### src/hw/hpbi_defs.vh
`ifndef HPBI_DEFS_VH
`define HPBI_DEFS_VH

// Synchroniser width: 7 strobes, 16 AD pins, 5 index pins, 15 straps.
`define HPBI_SYNC_W    43
`define HPBI_STRB_LSB  0
`define HPBI_AD_LSB    7
`define HPBI_IX_LSB    23
`define HPBI_CFG_LSB   28
`define HPBI_CFG_W     15

// Strap field positions inside the sampled configuration word.
`define HPBI_C_MUX     0
`define HPBI_C_DMAP    1
`define HPBI_C_W16     2
`define HPBI_C_DUAL    3
`define HPBI_C_STYLE   4
`define HPBI_C_QUAL    5
`define HPBI_C_CSPOL   6
`define HPBI_C_RDPOL   7
`define HPBI_C_WRPOL   8
`define HPBI_C_LNPOL   9
`define HPBI_C_LEPOL   10
`define HPBI_C_WTPOL   11
`define HPBI_C_WTOD    12
`define HPBI_C_WTEN    13
`define HPBI_C_BIGE    14

// Address widths in bits and the start of the system register space.
`define HPBI_LEG_ABITS 4'd10
`define HPBI_DM_ABITS  4'd14
`define HPBI_SYS_BASE  16'h3000
// Dword index of the bypass FIFO data word in indexed mode.
`define HPBI_IDX_FIFO  3'h6

// Cycles that the straps settle in the synchroniser before capture.
`define HPBI_CFG_WAIT  2'h3

`define HPBI_RST_WORD  32'h00000000
`define HPBI_RST_HALF  16'h0000

`endif

### src/hw/hpbi_sync.v
`timescale 1ns/1ps
`default_nettype none

module hpbi_sync #(
    parameter W = 1
) (
    input  wire         clk,
    input  wire         arst_n,
    input  wire         ce,
    input  wire [W-1:0] d,
    output reg  [W-1:0] q
);

    reg [W-1:0] meta;

    genvar g;
    generate
        for (g = 0; g < W; g = g + 1) begin : g_bit
            always @(posedge clk or negedge arst_n) begin
                if (!arst_n) begin
                    meta[g] <= 1'b0;
                    q[g]    <= 1'b0;
                end else if (ce) begin
                    meta[g] <= d[g];
                    q[g]    <= meta[g];
                end
            end
        end
    endgenerate

endmodule // hpbi_sync

`default_nettype wire

### src/hw/hpbi_host_port.v
// Function
// Mux or indexed addressing, width by strap.
// Legacy mode assembles bytes/words into dwords.
// Direct core space uses lanes, no assembly.
// Separate strobes or cycle strobe plus direction.
// Every control pin has selectable polarity; in open drain the wait pin ignores it.
// Optional chip select qualification of latching.
// Host waits for earlier internal access.
// Wait pin shows data ready, write allowed.
// Wait stays acknowledge outside direct mode.
// Wait pin open drain or push-pull.
// Wait pin disabled until strapped on.
// Lane selects choose bytes in 16-bit; the code uses them only in direct core space.
// Address and selects share data pins.
// Single phase latches all 16 pins.
// Upper pins never driven in 8-bit.
// Latched address kept until next latch.
// FIFO select routes accesses to FIFOs.
// Endianness select swaps byte order.
// Dual phase latches low then high.
// Word address converted to byte address.
// Strobes synchronised, one access per cycle.
// Straps sampled after reset, then held.
`include "hpbi_defs.vh"
`timescale 1ns/1ps
`default_nettype none

module hpbi_host_port (
    input  wire        REF_CLK,
    input  wire        ARST_N,
    input  wire        CLK_EN,
    input  wire        CFG_MUX_MODE,
    input  wire        CFG_DIRECT_MAP,
    input  wire        CFG_WIDTH16,
    input  wire        CFG_DUAL_PHASE,
    input  wire        CFG_CTRL_STYLE,
    input  wire        CFG_CS_QUAL,
    input  wire        CFG_CS_POL,
    input  wire        CFG_RD_POL,
    input  wire        CFG_WR_POL,
    input  wire        CFG_LANE_POL,
    input  wire        CFG_LATCH_POL,
    input  wire        CFG_WAIT_POL,
    input  wire        CFG_WAIT_OD,
    input  wire        CFG_WAIT_EN,
    input  wire        CFG_BIG_ENDIAN,
    input  wire        CS,
    input  wire        RD_DIR,
    input  wire        WR_CYCLE,
    input  wire        LANE0_SELECT,
    input  wire        LANE1_SELECT,
    input  wire        LATCH_STROBE_LOW,
    input  wire        LATCH_STROBE_HIGH,
    input  wire [15:0] AD_IN,
    output reg  [15:0] AD_OUT,
    output reg  [15:0] AD_OE,
    input  wire [4:0]  ADDR_IN,
    output reg         WAIT_OUT,
    output reg         WAIT_OE,
    output reg         INT_REQ,
    output reg         INT_WRITE,
    output reg  [15:0] INT_ADDR,
    output reg  [31:0] INT_WDATA,
    output reg  [3:0]  INT_BE,
    output reg         INT_FIFO,
    input  wire [31:0] INT_RDATA,
    input  wire        INT_DONE
);

    function act;
        input v;
        input pol;
        begin
            act = pol ? v : ~v;
        end
    endfunction

    function [15:0] low_mask;
        input [3:0] n;
        integer i;
        begin
            low_mask = 16'h0000;
            for (i = 0; i < 16; i = i + 1)
                low_mask[i] = (i < n);
        end
    endfunction

    function [31:0] swap32;
        input [31:0] d;
        begin
            swap32 = {d[7:0], d[15:8], d[23:16], d[31:24]};
        end
    endfunction

    wire [`HPBI_SYNC_W-1:0] s;
    wire [`HPBI_SYNC_W-1:0] raw;

    assign raw = {CFG_BIG_ENDIAN, CFG_WAIT_EN, CFG_WAIT_OD, CFG_WAIT_POL,
                  CFG_LATCH_POL, CFG_LANE_POL, CFG_WR_POL, CFG_RD_POL,
                  CFG_CS_POL, CFG_CS_QUAL, CFG_CTRL_STYLE, CFG_DUAL_PHASE,
                  CFG_WIDTH16, CFG_DIRECT_MAP, CFG_MUX_MODE, ADDR_IN, AD_IN,
                  LATCH_STROBE_HIGH, LATCH_STROBE_LOW, LANE1_SELECT,
                  LANE0_SELECT, WR_CYCLE, RD_DIR, CS};

    // Data pins ride the same two stages as the strobes so both stay aligned.
    hpbi_sync #(
        .W (`HPBI_SYNC_W)
    ) u_sync (
        .clk    (REF_CLK),
        .arst_n (ARST_N),
        .ce     (CLK_EN),
        .d      (raw),
        .q      (s)
    );

    wire [6:0]  sp = s[`HPBI_STRB_LSB +: 7];
    wire [15:0] ad = s[`HPBI_AD_LSB +: 16];
    wire [4:0]  ix = s[`HPBI_IX_LSB +: 5];

    reg  [`HPBI_CFG_W-1:0] cfg;
    reg                    cfg_ok;
    reg  [1:0]             cfg_cnt;

    wire mux   = cfg[`HPBI_C_MUX];
    wire dmap  = cfg[`HPBI_C_DMAP];
    wire w16   = cfg[`HPBI_C_W16];
    wire run   = CLK_EN & cfg_ok;

    // Decoded active levels of the host pins.
    reg cs_a;
    reg rd_a;
    reg wr_a;
    reg l0_a;
    reg l1_a;
    reg lo_a;
    reg hi_a;

    always @* begin
        cs_a = act(sp[0], cfg[`HPBI_C_CSPOL]);
        if (cfg[`HPBI_C_STYLE]) begin
            rd_a = act(sp[2], cfg[`HPBI_C_WRPOL]) &
                   act(sp[1], cfg[`HPBI_C_RDPOL]);
            wr_a = act(sp[2], cfg[`HPBI_C_WRPOL]) &
                   ~act(sp[1], cfg[`HPBI_C_RDPOL]);
        end else begin
            rd_a = act(sp[1], cfg[`HPBI_C_RDPOL]);
            wr_a = act(sp[2], cfg[`HPBI_C_WRPOL]);
        end
        l0_a = act(sp[3], cfg[`HPBI_C_LNPOL]);
        l1_a = act(sp[4], cfg[`HPBI_C_LNPOL]);
        lo_a = mux & act(sp[5], cfg[`HPBI_C_LEPOL]);
        hi_a = mux & act(sp[6], cfg[`HPBI_C_LEPOL]);
    end

    wire rd_on = cs_a & rd_a;
    wire wr_on = cs_a & wr_a;

    reg rd_q;
    reg wr_q;
    reg lo_q;
    reg hi_q;
    reg lo_cs;
    reg hi_cs;

    wire rd_rise = rd_on & ~rd_q;
    wire rd_fall = ~rd_on & rd_q;
    wire wr_fall = ~wr_on & wr_q;
    wire lo_fall = ~lo_a & lo_q;
    wire hi_fall = ~hi_a & hi_q;
    wire qual    = cfg[`HPBI_C_QUAL];
    wire lo_take = lo_fall & (~qual | lo_cs);
    wire hi_take = hi_fall & (~qual | hi_cs);

    // Latched pin image; its decoding depends on width and map mode.
    reg  [15:0] lat;
    reg  [1:0]  k;
    reg  [3:0]  abits;
    reg  [3:0]  n;
    reg  [3:0]  n1;
    reg  [15:0] cur_addr;
    reg         cur_big;
    reg         cur_fifo;
    reg         core;
    reg  [1:0]  pos;
    reg         last;

    always @* begin
        abits = dmap ? `HPBI_DM_ABITS : `HPBI_LEG_ABITS;
        n     = w16 ? abits - 4'd1 : abits;
        n1    = n + 4'd1;
        if (mux) begin
            cur_addr = w16 ? ({lat[14:0], 1'b0} & low_mask(abits))
                           : (lat & low_mask(abits));
            cur_big  = lat[n];
            cur_fifo = ~dmap & lat[n1];
        end else begin
            cur_addr = w16 ? {11'h000, ix[4:1], 1'b0} : {11'h000, ix};
            cur_big  = cfg[`HPBI_C_BIGE];
            cur_fifo = ~dmap & (ix[4:2] == `HPBI_IDX_FIFO);
        end
        core = dmap & (cur_addr < `HPBI_SYS_BASE);
        if (core)
            pos = cur_addr[1:0];
        else if (mux)
            pos = w16 ? {k[0], 1'b0} : k;
        else
            pos = cur_addr[1:0];
        last = w16 ? pos[1] : (pos == 2'h3);
    end

    // Write assembly.
    reg  [15:0] wd_q;
    reg  [1:0]  ln_q;
    reg  [31:0] wbuf;
    reg  [3:0]  wbe;
    reg  [15:0] wdat;
    reg  [1:0]  m2;
    reg  [3:0]  mask;
    reg  [31:0] next_wbuf;
    reg  [3:0]  next_wbe;
    integer     i;

    always @* begin
        wdat = (core & w16 & cur_big) ? {wd_q[7:0], wd_q[15:8]} : wd_q;
        if (!w16)
            m2 = 2'b01;
        else if (core)
            m2 = cur_big ? {ln_q[0], ln_q[1]} : ln_q;
        else
            m2 = 2'b11;
        mask = {2'b00, m2} << pos;
        next_wbe = core ? mask : (wbe | mask);
        for (i = 0; i < 4; i = i + 1) begin
            if (mask[i])
                next_wbuf[i*8 +: 8] = (w16 & i[0]) ? wdat[15:8] : wdat[7:0];
            else
                next_wbuf[i*8 +: 8] = core ? 8'h00 : wbuf[i*8 +: 8];
        end
    end

    // Read data selection from the held dword.
    reg  [31:0] rbuf;
    reg  [15:0] rsel;

    always @* begin
        rsel = {rbuf[{pos[1], 1'b1, 3'b000} +: 8], rbuf[{pos, 3'b000} +: 8]};
        if (!w16)
            rsel = {8'h00, rbuf[{pos, 3'b000} +: 8]};
        else if (core & cur_big)
            rsel = {rsel[7:0], rsel[15:8]};
    end

    // One queued internal access; the host must not stack a second.
    reg         pend_v;
    reg         pend_wr;
    reg  [15:0] pend_addr;
    reg  [31:0] pend_data;
    reg  [3:0]  pend_be;
    reg         pend_fifo;
    reg         busy;
    reg         busy_rd;
    reg         busy_big;
    reg         busy_core;

    wire need_rd = rd_rise & (core | pos == 2'h0);
    wire do_wr   = wr_fall & (core | last);
    wire issue   = pend_v & ~busy;
    wire wait_now = dmap & (rd_on | wr_on) &
                    (pend_v | busy | need_rd);

    always @(posedge REF_CLK or negedge ARST_N) begin
        if (!ARST_N) begin
            cfg     <= {`HPBI_CFG_W{1'b0}};
            cfg_ok  <= 1'b0;
            cfg_cnt <= 2'h0;
        end else if (CLK_EN && !cfg_ok) begin
            cfg_cnt <= cfg_cnt + 2'h1;
            if (cfg_cnt == `HPBI_CFG_WAIT) begin
                cfg    <= s[`HPBI_CFG_LSB +: `HPBI_CFG_W];
                cfg_ok <= 1'b1;
            end
        end
    end

    always @(posedge REF_CLK or negedge ARST_N) begin
        if (!ARST_N) begin
            rd_q  <= 1'b0;
            wr_q  <= 1'b0;
            lo_q  <= 1'b0;
            hi_q  <= 1'b0;
            lo_cs <= 1'b0;
            hi_cs <= 1'b0;
            lat   <= `HPBI_RST_HALF;
            k     <= 2'h0;
            wd_q  <= `HPBI_RST_HALF;
            ln_q  <= 2'b00;
        end else if (run) begin
            rd_q  <= rd_on;
            wr_q  <= wr_on;
            lo_q  <= lo_a;
            hi_q  <= hi_a;
            lo_cs <= lo_a & (lo_cs | cs_a);
            hi_cs <= hi_a & (hi_cs | cs_a);
            if (wr_on) begin
                wd_q <= ad;
                ln_q <= {l1_a, l0_a};
            end
            // The address only changes on a latch strobe. R16
            if (lo_take && !cfg[`HPBI_C_DUAL])
                lat <= ad;
            else if (lo_take)
                lat[7:0] <= ad[7:0];
            if (hi_take && cfg[`HPBI_C_DUAL])
                lat[15:8] <= ad[7:0];
            if (lo_take | hi_take)
                k <= 2'h0;
            else if ((rd_fall | wr_fall) & mux & ~core)
                k <= last ? 2'h0 : k + 2'h1;
        end
    end

    always @(posedge REF_CLK or negedge ARST_N) begin
        if (!ARST_N) begin
            wbuf      <= `HPBI_RST_WORD;
            wbe       <= 4'h0;
            pend_v    <= 1'b0;
            pend_wr   <= 1'b0;
            pend_addr <= `HPBI_RST_HALF;
            pend_data <= `HPBI_RST_WORD;
            pend_be   <= 4'h0;
            pend_fifo <= 1'b0;
        end else if (run) begin
            if (wr_fall) begin
                wbuf <= next_wbuf;
                wbe  <= do_wr ? 4'h0 : next_wbe;
            end
            if (issue)
                pend_v <= 1'b0;
            if (do_wr | need_rd) begin
                pend_v    <= 1'b1;
                pend_wr   <= do_wr;
                pend_addr <= {cur_addr[15:2], 2'b00};
                pend_data <= (core | ~cur_big) ? next_wbuf
                                               : swap32(next_wbuf);
                pend_be   <= core ? next_wbe : 4'hf;
                pend_fifo <= cur_fifo;
            end
        end
    end

    always @(posedge REF_CLK or negedge ARST_N) begin
        if (!ARST_N) begin
            INT_REQ   <= 1'b0;
            INT_WRITE <= 1'b0;
            INT_ADDR  <= `HPBI_RST_HALF;
            INT_WDATA <= `HPBI_RST_WORD;
            INT_BE    <= 4'h0;
            INT_FIFO  <= 1'b0;
            busy      <= 1'b0;
            busy_rd   <= 1'b0;
            busy_big  <= 1'b0;
            busy_core <= 1'b0;
            rbuf      <= `HPBI_RST_WORD;
        end else if (run) begin
            INT_REQ <= issue;
            if (INT_DONE) begin
                busy <= 1'b0;
                if (busy_rd)
                    rbuf <= (busy_core | ~busy_big) ? INT_RDATA
                                                    : swap32(INT_RDATA);
            end
            if (issue) begin
                busy      <= 1'b1;
                busy_rd   <= ~pend_wr;
                busy_big  <= cur_big;
                busy_core <= core;
                INT_WRITE <= pend_wr;
                INT_ADDR  <= pend_addr;
                INT_WDATA <= pend_data;
                INT_BE    <= pend_be;
                INT_FIFO  <= pend_fifo;
            end
        end
    end

    // Open drain only ever pulls low, so the wired line needs a pull-up.
    always @(posedge REF_CLK or negedge ARST_N) begin
        if (!ARST_N) begin
            AD_OUT   <= `HPBI_RST_HALF;
            AD_OE    <= 16'h0000;
            WAIT_OUT <= 1'b0;
            WAIT_OE  <= 1'b0;
        end else if (run) begin
            AD_OUT <= rsel;
            AD_OE  <= rd_on ? (w16 ? 16'hffff : 16'h00ff) : 16'h0000;
            if (cfg[`HPBI_C_WTOD]) begin
                WAIT_OUT <= 1'b0;
                WAIT_OE  <= cfg[`HPBI_C_WTEN] & wait_now;
            end else begin
                WAIT_OUT <= act(wait_now, cfg[`HPBI_C_WTPOL]);
                WAIT_OE  <= cfg[`HPBI_C_WTEN] & cs_a;
            end
        end
    end

endmodule // hpbi_host_port

`default_nettype wire

### config.mk
export PLATFORM = sky130hd
export DESIGN_NAME = hpbi_host_port
export DESIGN_NICKNAME = d
export VERILOG_FILES = /design/src/hw/hpbi_sync.v /design/src/hw/hpbi_host_port.v
export VERILOG_INCLUDE_DIRS = /design/src /design/src/hw
export SDC_FILE = /design/constraint.sdc
export NUM_CORES = 1
export LEC_CHECK = 0
export BUFFER_PORTS_ARGS = -buffer_cell sky130_fd_sc_hd__buf_2
export CORE_MARGIN = 10
export CORE_UTILIZATION = 45
export CTS_CLUSTER_DIAMETER = 60
export DETAILED_ROUTE_END_ITERATION = 16
export MAX_ROUTING_LAYER = met4
export PLACE_DENSITY = 0.64
export SLEW_MARGIN = 20
export SYNTH_ARGS = -nofsm -noshare
export SYNTH_HDL_FRONTEND = slang
export SYNTH_SLANG_ARGS = --single-unit
### constraint.sdc
create_clock -name REF_CLK -period 2.7 [get_ports REF_CLK]
set_input_delay 0.135 -clock REF_CLK [delete_from_list [all_inputs] [get_ports REF_CLK]]
set_output_delay 0.135 -clock REF_CLK [all_outputs]
set_load 0.005 [all_outputs]
== Word-level counts from Yosys, hierarchy flattened ==
Index checks and enable logic that the tools add are counted.

* Bits in registers: 358
* Output and inout bits: 89

* Add/subtract/negate cells: 4
* Muxes and demuxes: 60
* Bitwise operators: 69
* Shift operators: 3
* Reductions and logical operators: 22
* Order comparisons: 18
* Equal/unequal tests: 3

{| class="wikitable"
|+ Operators with widths
! cell !! number
|-
| two-way mux 16 bit || 7
|-
| two-way mux 8 bit || 13
|-
| two-way mux 32 bit || 2
|-
| indexed part select 32 x 6 -> 8 bit || 2
|-
| AND 16 x 15 -> 16 bit || 2
|-
| AND 1 bit || 31
|-
| < comparator 4 bit (first input constant) || 7
|-
| two-way mux 1 bit || 22
|-
| inverter 1 bit || 21
|-
| AND reduction 2 bit || 10
|-
| two-way mux 2 bit || 9
|-
| < comparator 16 x 14 -> 1 bit (second input constant) || 1
|-
| < comparator 3 x 4 -> 1 bit (first input constant) || 4
|-
| two-way mux 4 bit || 4
|-
| bitwise OR 1 bit || 14
|-
| < comparator 4 x 5 -> 1 bit (second input constant) || 2
|-
| nonzero test 2 bit || 5
|-
| binary-select mux 1 bit (select 4 bit) || 2
|-
| < comparator 1 x 4 -> 1 bit (first input constant) || 2
|-
| < comparator 2 x 4 -> 1 bit (first input constant) || 2
|-
| adder 2 x 1 -> 2 bit (second input constant) || 2
|-
| adder 4 x 1 -> 4 bit (second input constant) || 1
|-
| == test 2 bit (second input constant) || 2
|-
| bitwise OR 4 bit || 1
|-
| other kinds (8) || 11
|}

== Longest topological paths before layout ==
Gate-level depths: netlist of the first run.

* Word-level depth: 16
* Gate-level depth with buffers: 11

== By module ==
From an unflattened synthesis of the first run, not the netlist that was laid out.

* Cells, all modules: 1,304
* Area total of the unflattened synthesis: 15,921.5 um^2

{| class="wikitable"
|+ By module, submodules not included
! module !! times used !! area each (um^2) !! seq. area each (um^2) !! cells each
|-
| hpbi_host_port || 1 || 12,524.5 || 6,206.0 || 1,122
|-
| hpbi_sync || 1 || 3,397.0 || 2,152.1 || 182
|}

== Worst setup path before layout of the first run ==
OpenSTA, ideal clock, no wires.

* Kind: reg-to-reg
* Start point: register cfg[2]
* End point: register pend_addr[2]
* Period minus slack after synthesis: 2.774 ns
* Setup slack: -0.074 ns
* Library setup time: 0.127 ns
* Cell stages (with the launch flop): 11
* Data required time: 2.573 ns
* Buffers on the path: 4
* Arrival time: 2.646 ns
* Cells stage by stage: dfrtp_1 -> buf_2 -> mux2_4 -> a221oi_4 -> mux2i_1 -> or4b_1 -> buf_2 -> and2_1 -> buf_6 -> buf_6 -> mux2_1

* Longest elaborated chain between the ends: 11

{| class="wikitable"
|+ Ends and longest elaborated chain
! what !! line !! text
|-
| from (decl) || hpbi_host_port.v:120 || <nowiki>reg [`HPBI_CFG_W-1:0] cfg;</nowiki>
|-
| from (signal assigned) || hpbi_host_port.v:273 || <nowiki>cfg <= {`HPBI_CFG_W{1'b0}};</nowiki>
|-
| from (signal assigned) || hpbi_host_port.v:279 || <nowiki>cfg <= s[`HPBI_CFG_LSB +: `HPBI_CFG_W];</nowiki>
|-
| two-way mux 1 bit / two-way mux 16 bit (equally long branches) || hpbi_host_port.v:197, hpbi_host_port.v:192 ||
|-
| two-way mux 16 bit || hpbi_host_port.v:191 || <nowiki>if (mux) begin</nowiki>
|-
| < comparator 16 x 14 -> 1 bit (no source line) || -- ||
|-
| AND 1 bit || hpbi_host_port.v:201 || <nowiki>core = dmap & (cur_addr < `HPBI_SYS_BASE);</nowiki>
|-
| two-way mux 2 bit || hpbi_host_port.v:202 || <nowiki>if (core)</nowiki>
|-
| == test 2 bit || hpbi_host_port.v:208 || <nowiki>last = w16 ? pos[1] : (pos == 2'h3);</nowiki>
|-
| two-way mux 1 bit || hpbi_host_port.v:208 ||
|-
| bitwise OR 1 bit || hpbi_host_port.v:266 || <nowiki>wire do_wr = wr_fall & (core | last);</nowiki>
|-
| AND 1 bit || hpbi_host_port.v:266 ||
|-
| bitwise OR 1 bit || hpbi_host_port.v:339 || <nowiki>if (do_wr | need_rd) begin</nowiki>
|-
| AND reduction 2 bit (no source line) || -- ||
|-
| to (signal assigned) || hpbi_host_port.v:328 || <nowiki>pend_addr <= `HPBI_RST_HALF;</nowiki>
|-
| to (signal assigned) || hpbi_host_port.v:342 || <nowiki>pend_addr <= {cur_addr[15:2], 2'b00};</nowiki>
|-
| to (decl) || hpbi_host_port.v:256 || <nowiki>reg [15:0] pend_addr;</nowiki>
|}

Several ways; a longest one is shown, not always the timed one.
A chain may end at the register's enable or synchronous reset.

== Worst setup path after layout of the first run ==
* Start point: register cfg[2]
* End point: register pend_data[23]

* Longest elaborated chain between the ends: 11

{| class="wikitable"
|+ Ends and longest elaborated chain
! what !! line !! text
|-
| two-way mux 1 bit / two-way mux 16 bit (equally long branches) || hpbi_host_port.v:197, hpbi_host_port.v:192 ||
|-
| two-way mux 16 bit || hpbi_host_port.v:191 ||
|-
| < comparator 16 x 14 -> 1 bit (no source line) || -- ||
|-
| AND 1 bit || hpbi_host_port.v:201 ||
|-
| two-way mux 2 bit || hpbi_host_port.v:202 ||
|-
| == test 2 bit || hpbi_host_port.v:208 ||
|-
| two-way mux 1 bit || hpbi_host_port.v:208 ||
|-
| bitwise OR 1 bit || hpbi_host_port.v:266 ||
|-
| AND 1 bit || hpbi_host_port.v:266 ||
|-
| bitwise OR 1 bit || hpbi_host_port.v:339 ||
|-
| AND reduction 2 bit (no source line) || -- ||
|-
| to (signal assigned) || hpbi_host_port.v:329 || <nowiki>pend_data <= `HPBI_RST_WORD;</nowiki>
|-
| to (signal assigned) || hpbi_host_port.v:343 || <nowiki>pend_data <= (core | ~cur_big) ? next_wbuf</nowiki>
|-
| to (decl) || hpbi_host_port.v:257 || <nowiki>reg [31:0] pend_data;</nowiki>
|}

Several ways; a longest one is shown, not always the timed one. The select of a mux whose other input is x is not followed.

==> results of run 1 <==
power groups by stage:
stage | Clock, mW | Sequential [mW] | Combinational [mW]
2_1_floorplan | 0 | 7.72 | 6.59
3_3_place_gp | 0 | 8.15 | 9.78
3_5_place_dp | 0 | 8.21 | 10.0
4_1_cts | 5.15 | 8.16 | 10.3
5_1_grt | 5.38 | 8.40 | 11.8
6_report | 5.03 | 8.18 | 10.9
registers in the layout, indices dropped and copies added (netlist names), 2 cells and up:
register and flops:
INT_ADDR 12, wbuf 32, AD_OE 2, lat 15
cfg 15, AD_OUT 16, u_sync.meta 43, pend_data 32
ln_q 2, pend_be 4, wd_q 16, cfg_cnt 2
INT_BE 4, u_sync.q 43, pend_addr 12, k 2
INT_WDATA 32, rbuf 32
worst max-delay path: stages (launching register included):
cell and delay (ns):
sky130_fd_sc_hd__dfrtp_2 0.45, sky130_fd_sc_hd__mux2_4 0.34, sky130_fd_sc_hd__a221oi_4 0.33, sky130_fd_sc_hd__mux2i_2 0.13, sky130_fd_sc_hd__or4b_4 0.56, sky130_fd_sc_hd__and2_4 0.22, sky130_fd_sc_hd__clkbuf_16 0.19, sky130_fd_sc_hd__o41ai_2 0.35
final cells by class:
type	instances	area, um^2
diodes	1	2.50
clock buffers	50	1080
clock inverters	15	143
fillers	2816	14500
inverters	10	37.5
multi-input cells	834	6960
flip-flops and latches	334	8360
well taps	455	569
repair buffers	351	2690
logic make-up after synthesis:
kind of cell,count (synthesis),synth area share [%]
buffers and inverters,129,3.84
AO/OA/AOI/OAI,271,13.9
AND/OR/NAND/NOR,286,8.97
flip-flops,334,53.6
multiplexers,261,19.0
adder cells (fa/ha/maj),2,0.144
XOR/XNOR,10,0.561
other,1,0.0240
synthesized netlist by cell type (5+ instances only):
cell type,count,area [um^2]
sky130_fd_sc_hd__nor4_1,16,100
sky130_fd_sc_hd__and3_1,41,257
sky130_fd_sc_hd__nor2b_1,6,37.5
sky130_fd_sc_hd__clkbuf_1,79,297
sky130_fd_sc_hd__nand2_1,84,315
sky130_fd_sc_hd__a22o_1,17,149
sky130_fd_sc_hd__o21ai_1,5,25.0
sky130_fd_sc_hd__xnor2_1,6,52.6
sky130_fd_sc_hd__buf_1,11,41.3
sky130_fd_sc_hd__buf_4,19,143
sky130_fd_sc_hd__inv_1,10,37.5
sky130_fd_sc_hd__a211oi_1,29,218
sky130_fd_sc_hd__a21oi_1,24,120
sky130_fd_sc_hd__o31ai_1,13,97.6
sky130_fd_sc_hd__nand3_1,57,285
sky130_fd_sc_hd__mux4_2,8,180
sky130_fd_sc_hd__and2_1,10,62.6
sky130_fd_sc_hd__buf_6,5,56.3
sky130_fd_sc_hd__o41ai_2,32,521
sky130_fd_sc_hd__o21ai_0,78,390
sky130_fd_sc_hd__mux2i_1,57,571
sky130_fd_sc_hd__buf_2,5,25.0
sky130_fd_sc_hd__o2bb2ai_1,16,140
sky130_fd_sc_hd__nor3_1,19,95.1
sky130_fd_sc_hd__a21o_1,6,45.0
sky130_fd_sc_hd__mux2_2,191,2150
sky130_fd_sc_hd__nand2b_1,6,37.5
sky130_fd_sc_hd__a311oi_1,16,140
sky130_fd_sc_hd__nor2_1,38,143
sky130_fd_sc_hd__dfrtp_1,334,8360
sky130_fd_sc_hd__a221oi_1,17,149
placed cells by master, fill, tap and decap left out, types with 5 or more instances in the layout:
cell                            synthesis  layout
sky130_fd_sc_hd__a211oi_1              29      25
sky130_fd_sc_hd__a21o_1                 6       6
sky130_fd_sc_hd__a21oi_1               24      23
sky130_fd_sc_hd__a221oi_1              17      11
sky130_fd_sc_hd__a221oi_2               0       6
sky130_fd_sc_hd__a22o_1                17      17
sky130_fd_sc_hd__a311oi_1              16      15
sky130_fd_sc_hd__and2_1                10       9
sky130_fd_sc_hd__and3_1                41      41
sky130_fd_sc_hd__buf_12                 0      12
sky130_fd_sc_hd__buf_2                  5     161
sky130_fd_sc_hd__buf_4                 19      80
sky130_fd_sc_hd__clkbuf_1              79       5
sky130_fd_sc_hd__clkbuf_16              0      41
sky130_fd_sc_hd__clkbuf_8               0       6
sky130_fd_sc_hd__clkinv_2               0       7
sky130_fd_sc_hd__dfrtp_1              334     332
sky130_fd_sc_hd__dlygate4sd3_1          0      90
sky130_fd_sc_hd__inv_1                 10      10
sky130_fd_sc_hd__mux2_2               191     191
sky130_fd_sc_hd__mux2_4                 1       5
sky130_fd_sc_hd__mux2i_1               57      56
sky130_fd_sc_hd__mux4_2                 8       8
sky130_fd_sc_hd__nand2_1               84      83
sky130_fd_sc_hd__nand2b_1               6       6
sky130_fd_sc_hd__nand3_1               57      56
sky130_fd_sc_hd__nor2_1                38      37
sky130_fd_sc_hd__nor2b_1                6       5
sky130_fd_sc_hd__nor3_1                19      14
sky130_fd_sc_hd__nor4_1                16      13
sky130_fd_sc_hd__o21ai_0               78      77
sky130_fd_sc_hd__o2bb2ai_1             16      16
sky130_fd_sc_hd__o31ai_1               13      12
sky130_fd_sc_hd__o41ai_2               32      21
sky130_fd_sc_hd__o41ai_4                0      11
sky130_fd_sc_hd__xnor2_1                6       6
per-stage QoR:
| stage | util (%) | area (um^2) | hold slack, ns |
|---|---|---|---|
| after detailed placement | 50.4 | 17300 | 0.167 |
| after floorplan | - | 15700 | -0.161 |
| after global routing | 57.7 | 19800 | 0.0212 |
| after global placement | 50.4 | 17300 | 0.167 |
| final | 57.7 | 19800 | 0.0230 |
| after CTS | 56.7 | 19500 | 0.00254 |
per-layer routing:
metal / GRT usage [%] / vias up
li1: - / 5356
met1: 28.4 / 5807
met2: 30.8 / 364
met3: 2.76 / 71
met4: 5.84 / 0
met5: - / -
path summary, 6_finish.rpt:
path,cells after the start,startpoint,end
hold reg to reg,2,INT_REQ,INT_REQ
setup reg to reg,7,cfg[2],pend_data[23]
min in group asynchronous,2,ARST_N,u_sync.meta[30]
hold / removal,3,INT_RDATA[15],rbuf[23]
max in group asynchronous,4,ARST_N,wbuf[26]
setup / recovery,7,cfg[2],pend_data[23]
timing repair:
action | CTS | global route
hold buffers | 90 | 0
cloned | 0 | 3
endpoints found under the hold margin | 146 | 0
pin swaps | 0 | 16
setup endpoints to repair | 35 | 57
gates resized for setup | 5 | 38
buffers inserted | 1 | 3
==> PnR_summary.wiki, run 1 <==
{| class="wikitable"
! Metric !! Value
|-
| Outcome || completed
|-
| Internal power consumption || 14.9 mW
|-
| Fraction of registers with async set or reset after synthesis || 100%
|-
| R2R Setup Slk || 0.04 ns
|-
| Data arrival time of the critical path || 3.08 ns
|-
| RSZ-0062 raised after global routing || yes
|-
| Residual DRC || 0
|-
| Final Max Slew Viols || 0
|-
| Final layout net count || 1,650
|-
| Yosys cell types || 57
|-
| Count of synthesis-stage warnings from yosys || 0
|-
| Post-detailed-routing wire length || 42,500 um
|-
| First-pass DRT Iterations || 6
|-
| Post-Synthesis Cell Area || 15,600 um^2
|-
| Buffer depth of the longest clock path || 3
|-
| Number of enable-type register cells in the synthesized netlist || 0
|-
| Final cell count without fillers || 2,050
|-
| PortBufs || 163
|-
| Number of DRC markers in iteration 0 || 733
|-
| Die span in y || 206 um
|-
| Final Hold Vio Count || 0
|-
| Clock net sink count || 334
|-
| Worst min path class || in2reg
|-
| Highest metal used || met4
|-
| Largest fanout of any net on the critical path || 8
|-
| Clock share of power || 20.8%
|-
| Core region area || 34,400 um^2
|-
| Setup skew after layout || 0.0223 ns
|-
| Count of nets left with antenna violations after detail routing || 0
|-
| Area grow syn2layout || 27.1%
|-
| Wire length of the first global-routing pass || 67,700 um
|-
| Final routed wire length divided by cell count || 20.7 um
|-
| Starting utilization of the core area || 45.4%
|-
| Post-Route M1 WL || 19,500 um
|-
| Transition time at the pin with the least slew margin || 1.04 ns
|-
| Clock period minus worst slack || 2.66 ns
|-
| Met2 wirelength from detailed routing || 19,700 um
|-
| Largest net degree at the start of global routing || 87
|-
| Gr ovfl total || 0
|-
| Global placer's final weighted congestion || 0.887
|-
| Power after layout || 24.1 mW
|-
| Vias in the first global route || 11,800
|-
| Average via count per standard cell || 5.66
|-
| Share of total power in combinational logic || 45.3%
|-
| Part of the Yosys area used for sequential elements || 53.6%
|-
| CP required || 3.12 ns
|-
| Max-cap viol count || 0
|-
| Flop pwr share || 33.9%
|-
| Clock latency on the worst-skew pair || 0.53 ns
|-
| Mapped Avg Cell Area || 12.1 um^2
|-
| Met3 layer wire length in the routed design || 2210 um
|-
| CTS H-tree lvls || 2
|-
| Via count || 11,600
|-
| Fin Setup TNS || 0 ns
|-
| Pre-CTS WS || -0.0946 ns
|-
| Antenna violations before repair || 1
|-
| CTS tree || yes
|-
| Setup violations, final || 0
|-
| Type of element capturing the critical path || register
|-
| Post-layout worst setup margin || 0.0376 ns
|-
| Kind of launch point of the worst setup path || register
|-
| Post-route clock period utilization || 98.6%
|-
| Cells after Synth || 1,294
|-
| Inst Count DP || 1,887
|-
| Switching power as a share of total power || 38.4%
|-
| Crit Path Class || reg2reg
|-
| Global-route usage over all layers || 20.4%
|-
| Io pins || 168
|-
| Clock transition at the registers of the reported paths || 0.06 ns
|-
| Clk root buf || sky130_fd_sc_hd__clkbuf_16
|-
| Post-detail-place hpwl || 28,700 um
|-
| Row count || 68
|-
| VDD IR-drop max || 0.785 mV
|-
| Chip Width || 206 um
|-
| Highest achievable clock rate || 376 MHz
|-
| Flip-flop and latch count after synthesis || 334
|-
| Overall die area || 42,500 um^2
|-
| Power dissipated by switching net loads || 9.27 mW
|-
| Share of post-route cells with drive strength above 1 || 37.3%
|-
| Total CTS buffers || 39
|-
| Ys flop type || sky130_fd_sc_hd__dfrtp_1
|-
| Pwr per Cell Area || 1220 nW/um^2
|-
| Relative slew slack || 31.0%
|-
| Total leakage power || 9.18 nW
|}
(Power assumes the default switching activity.)
==> inputs of run 2 (changes only) <==
--- a/config.mk
+++ b/config.mk
@@ -13,7 +13,9 @@
 export DETAILED_ROUTE_END_ITERATION = 16
 export MAX_ROUTING_LAYER = met4
 export PLACE_DENSITY = 0.64
+export SETUP_SLACK_MARGIN = 0.15
 export SLEW_MARGIN = 20
 export SYNTH_ARGS = -nofsm -noshare
 export SYNTH_HDL_FRONTEND = slang
+export SYNTH_HIERARCHICAL = 1
 export SYNTH_SLANG_ARGS = --single-unit
==> run 2 against run 1 <==
  * The run now ends with negative setup slack left
  * Die area increased by 1.8%
  * First-iteration DRC count fell by 3.1%
  * Non-clock buffer count is 38 higher
  * Fmax fell by 2.9%
  * Flip-flop and latch count is the same
  * Core utilization grew 1.7 points
  * Area after synthesis is 2.0% higher
  * Via count up 0.89%
  * Count of clock-buffer cells in the layout rose by 6
  * Highest routed layer unchanged
==> PnR_summary.wiki, run 2 <==
{| class="wikitable"
! Metric !! Value
|-
| Crit Path Class || reg2reg
|-
| Inst Count DP || 1,916
|-
| Clock period minus worst slack || 2.74 ns
|-
| CTS H-tree lvls || 2
|-
| Kind of launch point of the worst setup path || register
|-
| CTS tree || yes
|-
| Data arrival time of the critical path || 3.15 ns
|-
| Leading cell types by total area after synthesis || sky130_fd_sc_hd__dfrtp_1 (52%), sky130_fd_sc_hd__mux2_2 (10%), sky130_fd_sc_hd__mux2i_1 (4.5%)
|-
| Number of DRC markers in iteration 0 || 710
|-
| Largest fanout of any net on the critical path || 8
|-
| Count of nets left with antenna violations after detail routing || 0
|-
| Yosys cell types || 62
|-
| VDD IR-drop max || 0.590 mV
|-
| Overall die area || 43,300 um^2
|-
| R2R Setup Slk || -0.04 ns
|-
| Part of the Yosys area used for sequential elements || 52.5%
|-
| Global placer's final weighted congestion || 0.879
|-
| Number of enable-type register cells in the synthesized netlist || 0
|-
| Clk root buf || sky130_fd_sc_hd__clkbuf_16
|-
| Vias in the first global route || 12,300
|-
| Mapped Avg Cell Area || 12.2 um^2
|-
| Filler cells || 2,811
|-
| Largest net degree at the start of global routing || 75
|-
| Synth area leader || sky130_fd_sc_hd__dfrtp_1
|-
| Failing checks || negative setup slack
|-
| Fraction of registers with async set or reset after synthesis || 100%
|-
| Startpoint of the most critical register-to-register path || cfg[2]
|-
| Top flop regs || u_sync/meta x43, u_sync/q x43
|-
| RSZ-0062 raised after global routing || yes
|-
| Post-detail-place hpwl || 28,900 um
|-
| Worst hold slack || 0.158 ns
|-
| Final design area excluding fillers || 20,600 um^2
|-
| Antenna violations before repair || 2
|-
| Fraction of post-synthesis cell area in the top cell type by area || 52.5%
|-
| Highest-count cells in the layout ignoring fill and taps || sky130_fd_sc_hd__dfrtp_1 (333), sky130_fd_sc_hd__buf_2 (161), sky130_fd_sc_hd__mux2_2 (139), sky130_fd_sc_hd__buf_4 (100)
|-
| Most repeated cell in the gate-level netlist after synthesis || sky130_fd_sc_hd__dfrtp_1
|-
| Power after layout || 25.4 mW
|-
| Clock transition at the registers of the reported paths || 0.06 ns
|-
| Post-place instance area || 17,800 um^2
|-
| First element of the critical path || cfg[2]
|-
| Share of post-route cells with drive strength above 1 || 38.4%
|-
| Post-route clock period utilization || 102%
|-
| Setup skew after layout || 0.00924 ns
|-
| Total CTS buffers || 38
|-
| Residual DRC || 0
|-
| Worst r2r path cells || 7
|-
| Pre-CTS WS || -0.216 ns
|-
| Highest achievable clock rate || 365 MHz
|-
| Global-route usage over all layers || 19.8%
|-
| Relative slew slack || 40.0%
|-
| Fin Setup TNS || -0.362 ns
|-
| Via count || 11,700
|-
| Chip Width || 208 um
|-
| Gr ovfl total || 0
|-
| First-pass DRT Iterations || 5
|-
| Wire length of the first global-routing pass || 68,900 um
|-
| Capture point of the worst reg-to-reg path || pend_data[18]
|-
| Type of element capturing the critical path || register
|-
| Setup violations, final || 16
|-
| Ys flop type || sky130_fd_sc_hd__dfrtp_1
|-
| Row count || 68
|-
| Clock net sink count || 334
|-
| Io pins || 168
|-
| Pwr per Cell Area || 1230 nW/um^2
|-
| Area grow syn2layout || 29.5%
|-
| Core region area || 34,700 um^2
|-
| PortBufs || 163
|-
| Post-detailed-routing wire length || 43,200 um
|-
| Flip-flop and latch count after synthesis || 334
|-
| Clock latency on the worst-skew pair || 0.52 ns
|-
| Post-Synthesis Cell Area || 15,900 um^2
|-
| Average via count per standard cell || 5.56
|-
| Starting utilization of the core area || 45.9%
|-
| Cells after Synth || 1,304
|-
| Post-layout worst setup margin || -0.0428 ns
|-
| Max-cap viol count || 0
|-
| Buffer depth of the longest clock path || 3
|-
| Most common library cell in the layout ignoring fill and taps || sky130_fd_sc_hd__dfrtp_1
|-
| Final layout net count || 1,700
|-
| Transition time at the pin with the least slew margin || 0.899 ns
|-
| CP required || 3.11 ns
|-
| Core utilization of the finished layout || 59.4%
|-
| Die span in y || 208 um
|-
| Outcome || finished with violations
|-
| Worst min path class || in2async
|-
| Final Max Slew Viols || 0
|-
| Total leakage power || 9.74 nW
|-
| Final Hold Vio Count || 0
|-
| Final cell count without fillers || 2,104
|-
| Crit path to || pend_data[18]
|-
| Final routed wire length divided by cell count || 20.5 um
|-
| Leading cell types by count after synthesis || sky130_fd_sc_hd__dfrtp_1 (334), sky130_fd_sc_hd__mux2_2 (141), sky130_fd_sc_hd__nand2_1 (93)
|-
| Count of synthesis-stage warnings from yosys || 6
|}
[run 2: where the power goes]
part	switching, mW	internal (mW)	leakage [nW]	total (mW)
clock	2.02	3.14	0.625	5.16
sequential	1.36	6.82	4.16	8.18
combinational	6.17	5.87	4.95	12.0
total	9.54	15.8	9.74	25.4
[run 2: worst min-delay path by stage]
stage                      start           to  slack (ns)  cells after the start
final                     ARST_N  INT_ADDR[7]        0.16                      2
after global routing      ARST_N  INT_ADDR[7]        0.22                      2
after CTS                 CLK_EN     AD_OE[7]        0.20                      5
after detailed placement  ARST_N  INT_ADDR[7]        0.16                      1
after global placement    ARST_N  INT_ADDR[7]        0.16                      1
after floorplan           ARST_N    AD_OE[14]       -0.16                      0
[run 2: final cells by class]
class,count,area [um^2],area share [%]
inverters,8,30.0,0.146
well taps,455,569,2.76
clock inverters,11,111,0.540
repair buffers,389,3130,15.2
diodes,2,5.00,0.0243
flip-flops and latches,334,8360,40.5
multi-input cells,849,7270,35.2
clock buffers,56,1150,5.59
[run 2: repair_timing]
| action | in CTS | in global routing |
|---|---|---|
| buffers inserted | 12 | 7 |
| setup endpoints to repair | 77 | 77 |
| hold buffers | 93 | 0 |
| hold endpoints to repair | 143 | 0 |
| pin swaps | 10 | 12 |
| gates cloned | 2 | 5 |
| resized for setup | 24 | 39 |
[run 2: logic make-up (layout without fill, tap and decap cells)]
logic type	Yosys count	in the layout	share of synthesized area, %
AND/OR/NAND/NOR	303	305	9.34
buffers and inverters	126	464	4.35
adder cells (fa/ha/maj)	2	2	0.141
multiplexers	275	275	20.5
AO/OA/AOI/OAI	253	253	12.7
other	1	6	0.0236
XOR/XNOR	10	10	0.550
flip-flops	334	334	52.5
[run 2: worst max-delay path, stage by stage, from the launching register on]
cell	delay [ns]
sky130_fd_sc_hd__dfrtp_2	0.47
sky130_fd_sc_hd__mux2_4	0.35
sky130_fd_sc_hd__a21oi_4	0.15
sky130_fd_sc_hd__mux2_4	0.34
sky130_fd_sc_hd__or4b_4	0.53
sky130_fd_sc_hd__and2_4	0.25
sky130_fd_sc_hd__clkbuf_16	0.20
sky130_fd_sc_hd__o41ai_2	0.34
[run 2: layer usage]
layer / global-route usage, % / up-vias / wire length (um) / share of wire [%]
li1: - / 5424 / - / -
met1: 26.0 / 5839 / 19400 / 45
met2: 30.7 / 360 / 20200 / 47
met3: 3.94 / 78 / 2540 / 5.9
met4: 5.58 / 0 / 1130 / 2.6
met5: - / - / 0 / 0
==> inputs of run 3 (changes only) <==
--- a/config.mk
+++ b/config.mk
@@ -7,13 +7,13 @@
 export NUM_CORES = 1
 export LEC_CHECK = 0
 export BUFFER_PORTS_ARGS = -buffer_cell sky130_fd_sc_hd__buf_2
-export CORE_MARGIN = 10
+export CORE_MARGIN = 5
 export CORE_UTILIZATION = 45
 export CTS_CLUSTER_DIAMETER = 60
 export DETAILED_ROUTE_END_ITERATION = 16
 export MAX_ROUTING_LAYER = met4
 export PLACE_DENSITY = 0.64
-export SETUP_SLACK_MARGIN = 0.15
+export SETUP_SLACK_MARGIN = 0.1
 export SLEW_MARGIN = 20
 export SYNTH_ARGS = -nofsm -noshare
 export SYNTH_HDL_FRONTEND = slang
==> run 3 against run 2 <==
  * The run now ends clean
  * Critical path depth grew 2
  * Fmax rose by 2.4%
  * Worst setup slack gained 0.063 ns
  * Global-route usage up 2.4 points
  * Clock power rose by 3%
  * Via count up 0.15%
  * Register-to-register slack better by 0.06 ns
  * Total power increased by 1.5%
  * Count of clock-buffer cells in the layout is 1 lower
  * Core utilization increased by 0.14 points
  * Worst hold slack gained 0.043 ns
==> PnR_summary.wiki, run 3 (synthesis results as in run 2) <==
{| class="wikitable"
! Metric !! Value
|-
| Outcome || completed
|-
| Number of DRC markers in iteration 0 || 746
|-
| Share of post-route cells with drive strength above 1 || 38.6%
|-
| VDD IR-drop max || 0.703 mV
|-
| Clock net sink count || 334
|-
| Post-route clock period utilization || 99.2%
|-
| Final layout net count || 1,689
|-
| Power dissipated by switching net loads || 9.69 mW
|-
| Via count || 11,700
|-
| Highest-count cells in the layout ignoring fill and taps || sky130_fd_sc_hd__dfrtp_1 (332), sky130_fd_sc_hd__buf_2 (161), sky130_fd_sc_hd__mux2_2 (136), sky130_fd_sc_hd__buf_4 (97), sky130_fd_sc_hd__dlygate4sd3_1 (93)
|-
| Pwr per Cell Area || 1250 nW/um^2
|-
| CTS H-tree lvls || 2
|-
| Internal power consumption || 16.1 mW
|-
| Wire length of the first global-routing pass || 68,100 um
|-
| Max-cap viol count || 0
|-
| Starting utilization of the core area || 45.9%
|-
| Setup violations, final || 0
|-
| Chip Width || 198 um
|-
| CTS tree || yes
|-
| Total leakage power || 9.74 nW
|-
| Relative slew slack || 43.3%
|-
| Share of total power in combinational logic || 47.4%
|-
| Global placer's final weighted congestion || 0.910
|-
| Type of element capturing the critical path || register
|-
| Data arrival time of the critical path || 3.08 ns
|-
| Row count || 68
|-
| Fin Setup TNS || 0 ns
|-
| Post-detail-place hpwl || 27,700 um
|-
| Die span in y || 198 um
|-
| N_diodes || 0
|-
| Post-place instance area || 17,700 um^2
|-
| Switching power as a share of total power || 37.7%
|-
| Most common library cell in the layout ignoring fill and taps || sky130_fd_sc_hd__dfrtp_1
|-
| Io pins || 168
|-
| Clock period minus worst slack || 2.68 ns
|-
| Average via count per standard cell || 5.60
|-
| Core region area || 34,700 um^2
|-
| Count of nets left with antenna violations after detail routing || 0
|-
| PortBufs || 163
|-
| Post-detailed-routing wire length || 43,000 um
|-
| Final design area excluding fillers || 20,700 um^2
|-
| Global-route usage over all layers || 22.2%
|-
| Worst min path class || in2async
|-
| Top flop regs || u_sync/meta x43, u_sync/q x43
|-
| CP required || 3.11 ns
|-
| Clk root buf || sky130_fd_sc_hd__clkbuf_16
|-
| Kind of launch point of the worst setup path || register
|-
| Vias in the first global route || 12,100
|-
| Gr ovfl total || 0
|-
| First-pass DRT Iterations || 7
|-
| Final Hold Vio Count || 0
|-
| Crit Path Class || reg2reg
|-
| Transition time at the pin with the least slew margin || 0.851 ns
|-
| Buffer depth of the longest clock path || 3
|-
| Area grow syn2layout || 29.8%
|-
| Final routed wire length divided by cell count || 20.6 um
|-
| Setup skew after layout || 0.0179 ns
|-
| Antenna violations before repair || 0
|-
| Overall die area || 39,200 um^2
|-
| Core utilization of the finished layout || 59.5%
|-
| Largest fanout of any net on the critical path || 8
|-
| Total CTS buffers || 39
|-
| Clock transition at the registers of the reported paths || 0.06 ns
|-
| Power after layout || 25.7 mW
|-
| Clock share of power || 20.7%
|-
| Clock latency on the worst-skew pair || 0.53 ns
|-
| Largest net degree at the start of global routing || 76
|-
| Residual DRC || 0
|-
| Flop pwr share || 31.8%
|-
| Highest achievable clock rate || 373 MHz
|-
| RSZ-0062 raised after global routing || yes
|-
| Final Max Slew Viols || 0
|}
-- run 3: power groups by stage --
stage / Clock [mW] / Sequential (mW) / Combinational [mW]
2_1_floorplan: 0 / 7.77 / 6.92
3_3_place_gp: 0 / 8.18 / 10.1
3_5_place_dp: 0 / 8.23 / 10.4
4_1_cts: 5.47 / 8.17 / 11.0
5_1_grt: 5.70 / 8.41 / 13.2
6_report: 5.34 / 8.19 / 12.2
-- run 3: area by class of cell --
class,instances,area (um^2)
Fill cell,2804,14000
Sequential cell,334,8360
Multi-Input combinational cell,848,7390
Timing Repair Buffer,378,3000
Clock buffer,55,1170
Tap cell,455,569
Clock inverter,13,153
Inverter,8,30.0
-- run 3: what timing repair did --
item | CTS | global route
setup buffers | 5 | 14
pin swaps | 2 | 15
cloned | 1 | 6
hold buffers | 93 | 0
resized for setup | 16 | 58
hold endpoints to repair | 146 | 0
setup endpoints to repair | 51 | 60
-- run 3: routing by layer --
metal / part of all wire [%] / GRT usage, % / wire [um]
met3: 5.6 / 3.64 / 2420
met4: 1.9 / 5.53 / 833
met5: 0 / - / 0
met1: 44 / 30.9 / 19100
met2: 48 / 34.6 / 20600
-- run 3: path summary, 6_finish.rpt --
path | slack [ns] | cells past startpoint | start | end
max | 0.02 | 9 | cfg[2] | AD_OUT[6]
min | 0.20 | 2 | ARST_N | INT_ADDR[7]
max reg2reg | 0.02 | 9 | cfg[2] | AD_OUT[6]
min reg2reg | 0.48 | 1 | cfg_cnt[0] | cfg_cnt[0]
max in group asynchronous | 1.63 | 3 | ARST_N | wd_q[9]
min in group REF_CLK | 0.21 | 5 | CLK_EN | AD_OE[7]
-- run 3: worst max-delay path: stages, from the launching register on --
cell and delay, ns:
sky130_fd_sc_hd__dfrtp_2 0.45, sky130_fd_sc_hd__mux2_4 0.35, sky130_fd_sc_hd__a21oi_4 0.16, sky130_fd_sc_hd__buf_4 0.15, sky130_fd_sc_hd__mux2i_4 0.26, sky130_fd_sc_hd__buf_12 0.18
sky130_fd_sc_hd__buf_4 0.12, sky130_fd_sc_hd__mux4_2 0.50, sky130_fd_sc_hd__or2_1 0.22, sky130_fd_sc_hd__a22o_1 0.18
-- run 3: per-stage QoR --
| stage | hold slack (ns) | worst slack [ns] | cells |
|---|---|---|---|
| 5_1_grt | 0.236 | -0.0651 | 2091 |
| 4_1_cts | 0.198 | 0.0383 | 2071 |
| 3_5_place_dp | 0.165 | -0.438 | 1904 |
| 3_3_place_gp | 0.160 | -0.389 | 1904 |
| 6_report | 0.201 | 0.0206 | 2091 |
| 2_1_floorplan | -0.161 | -0.00536 | 1307 |
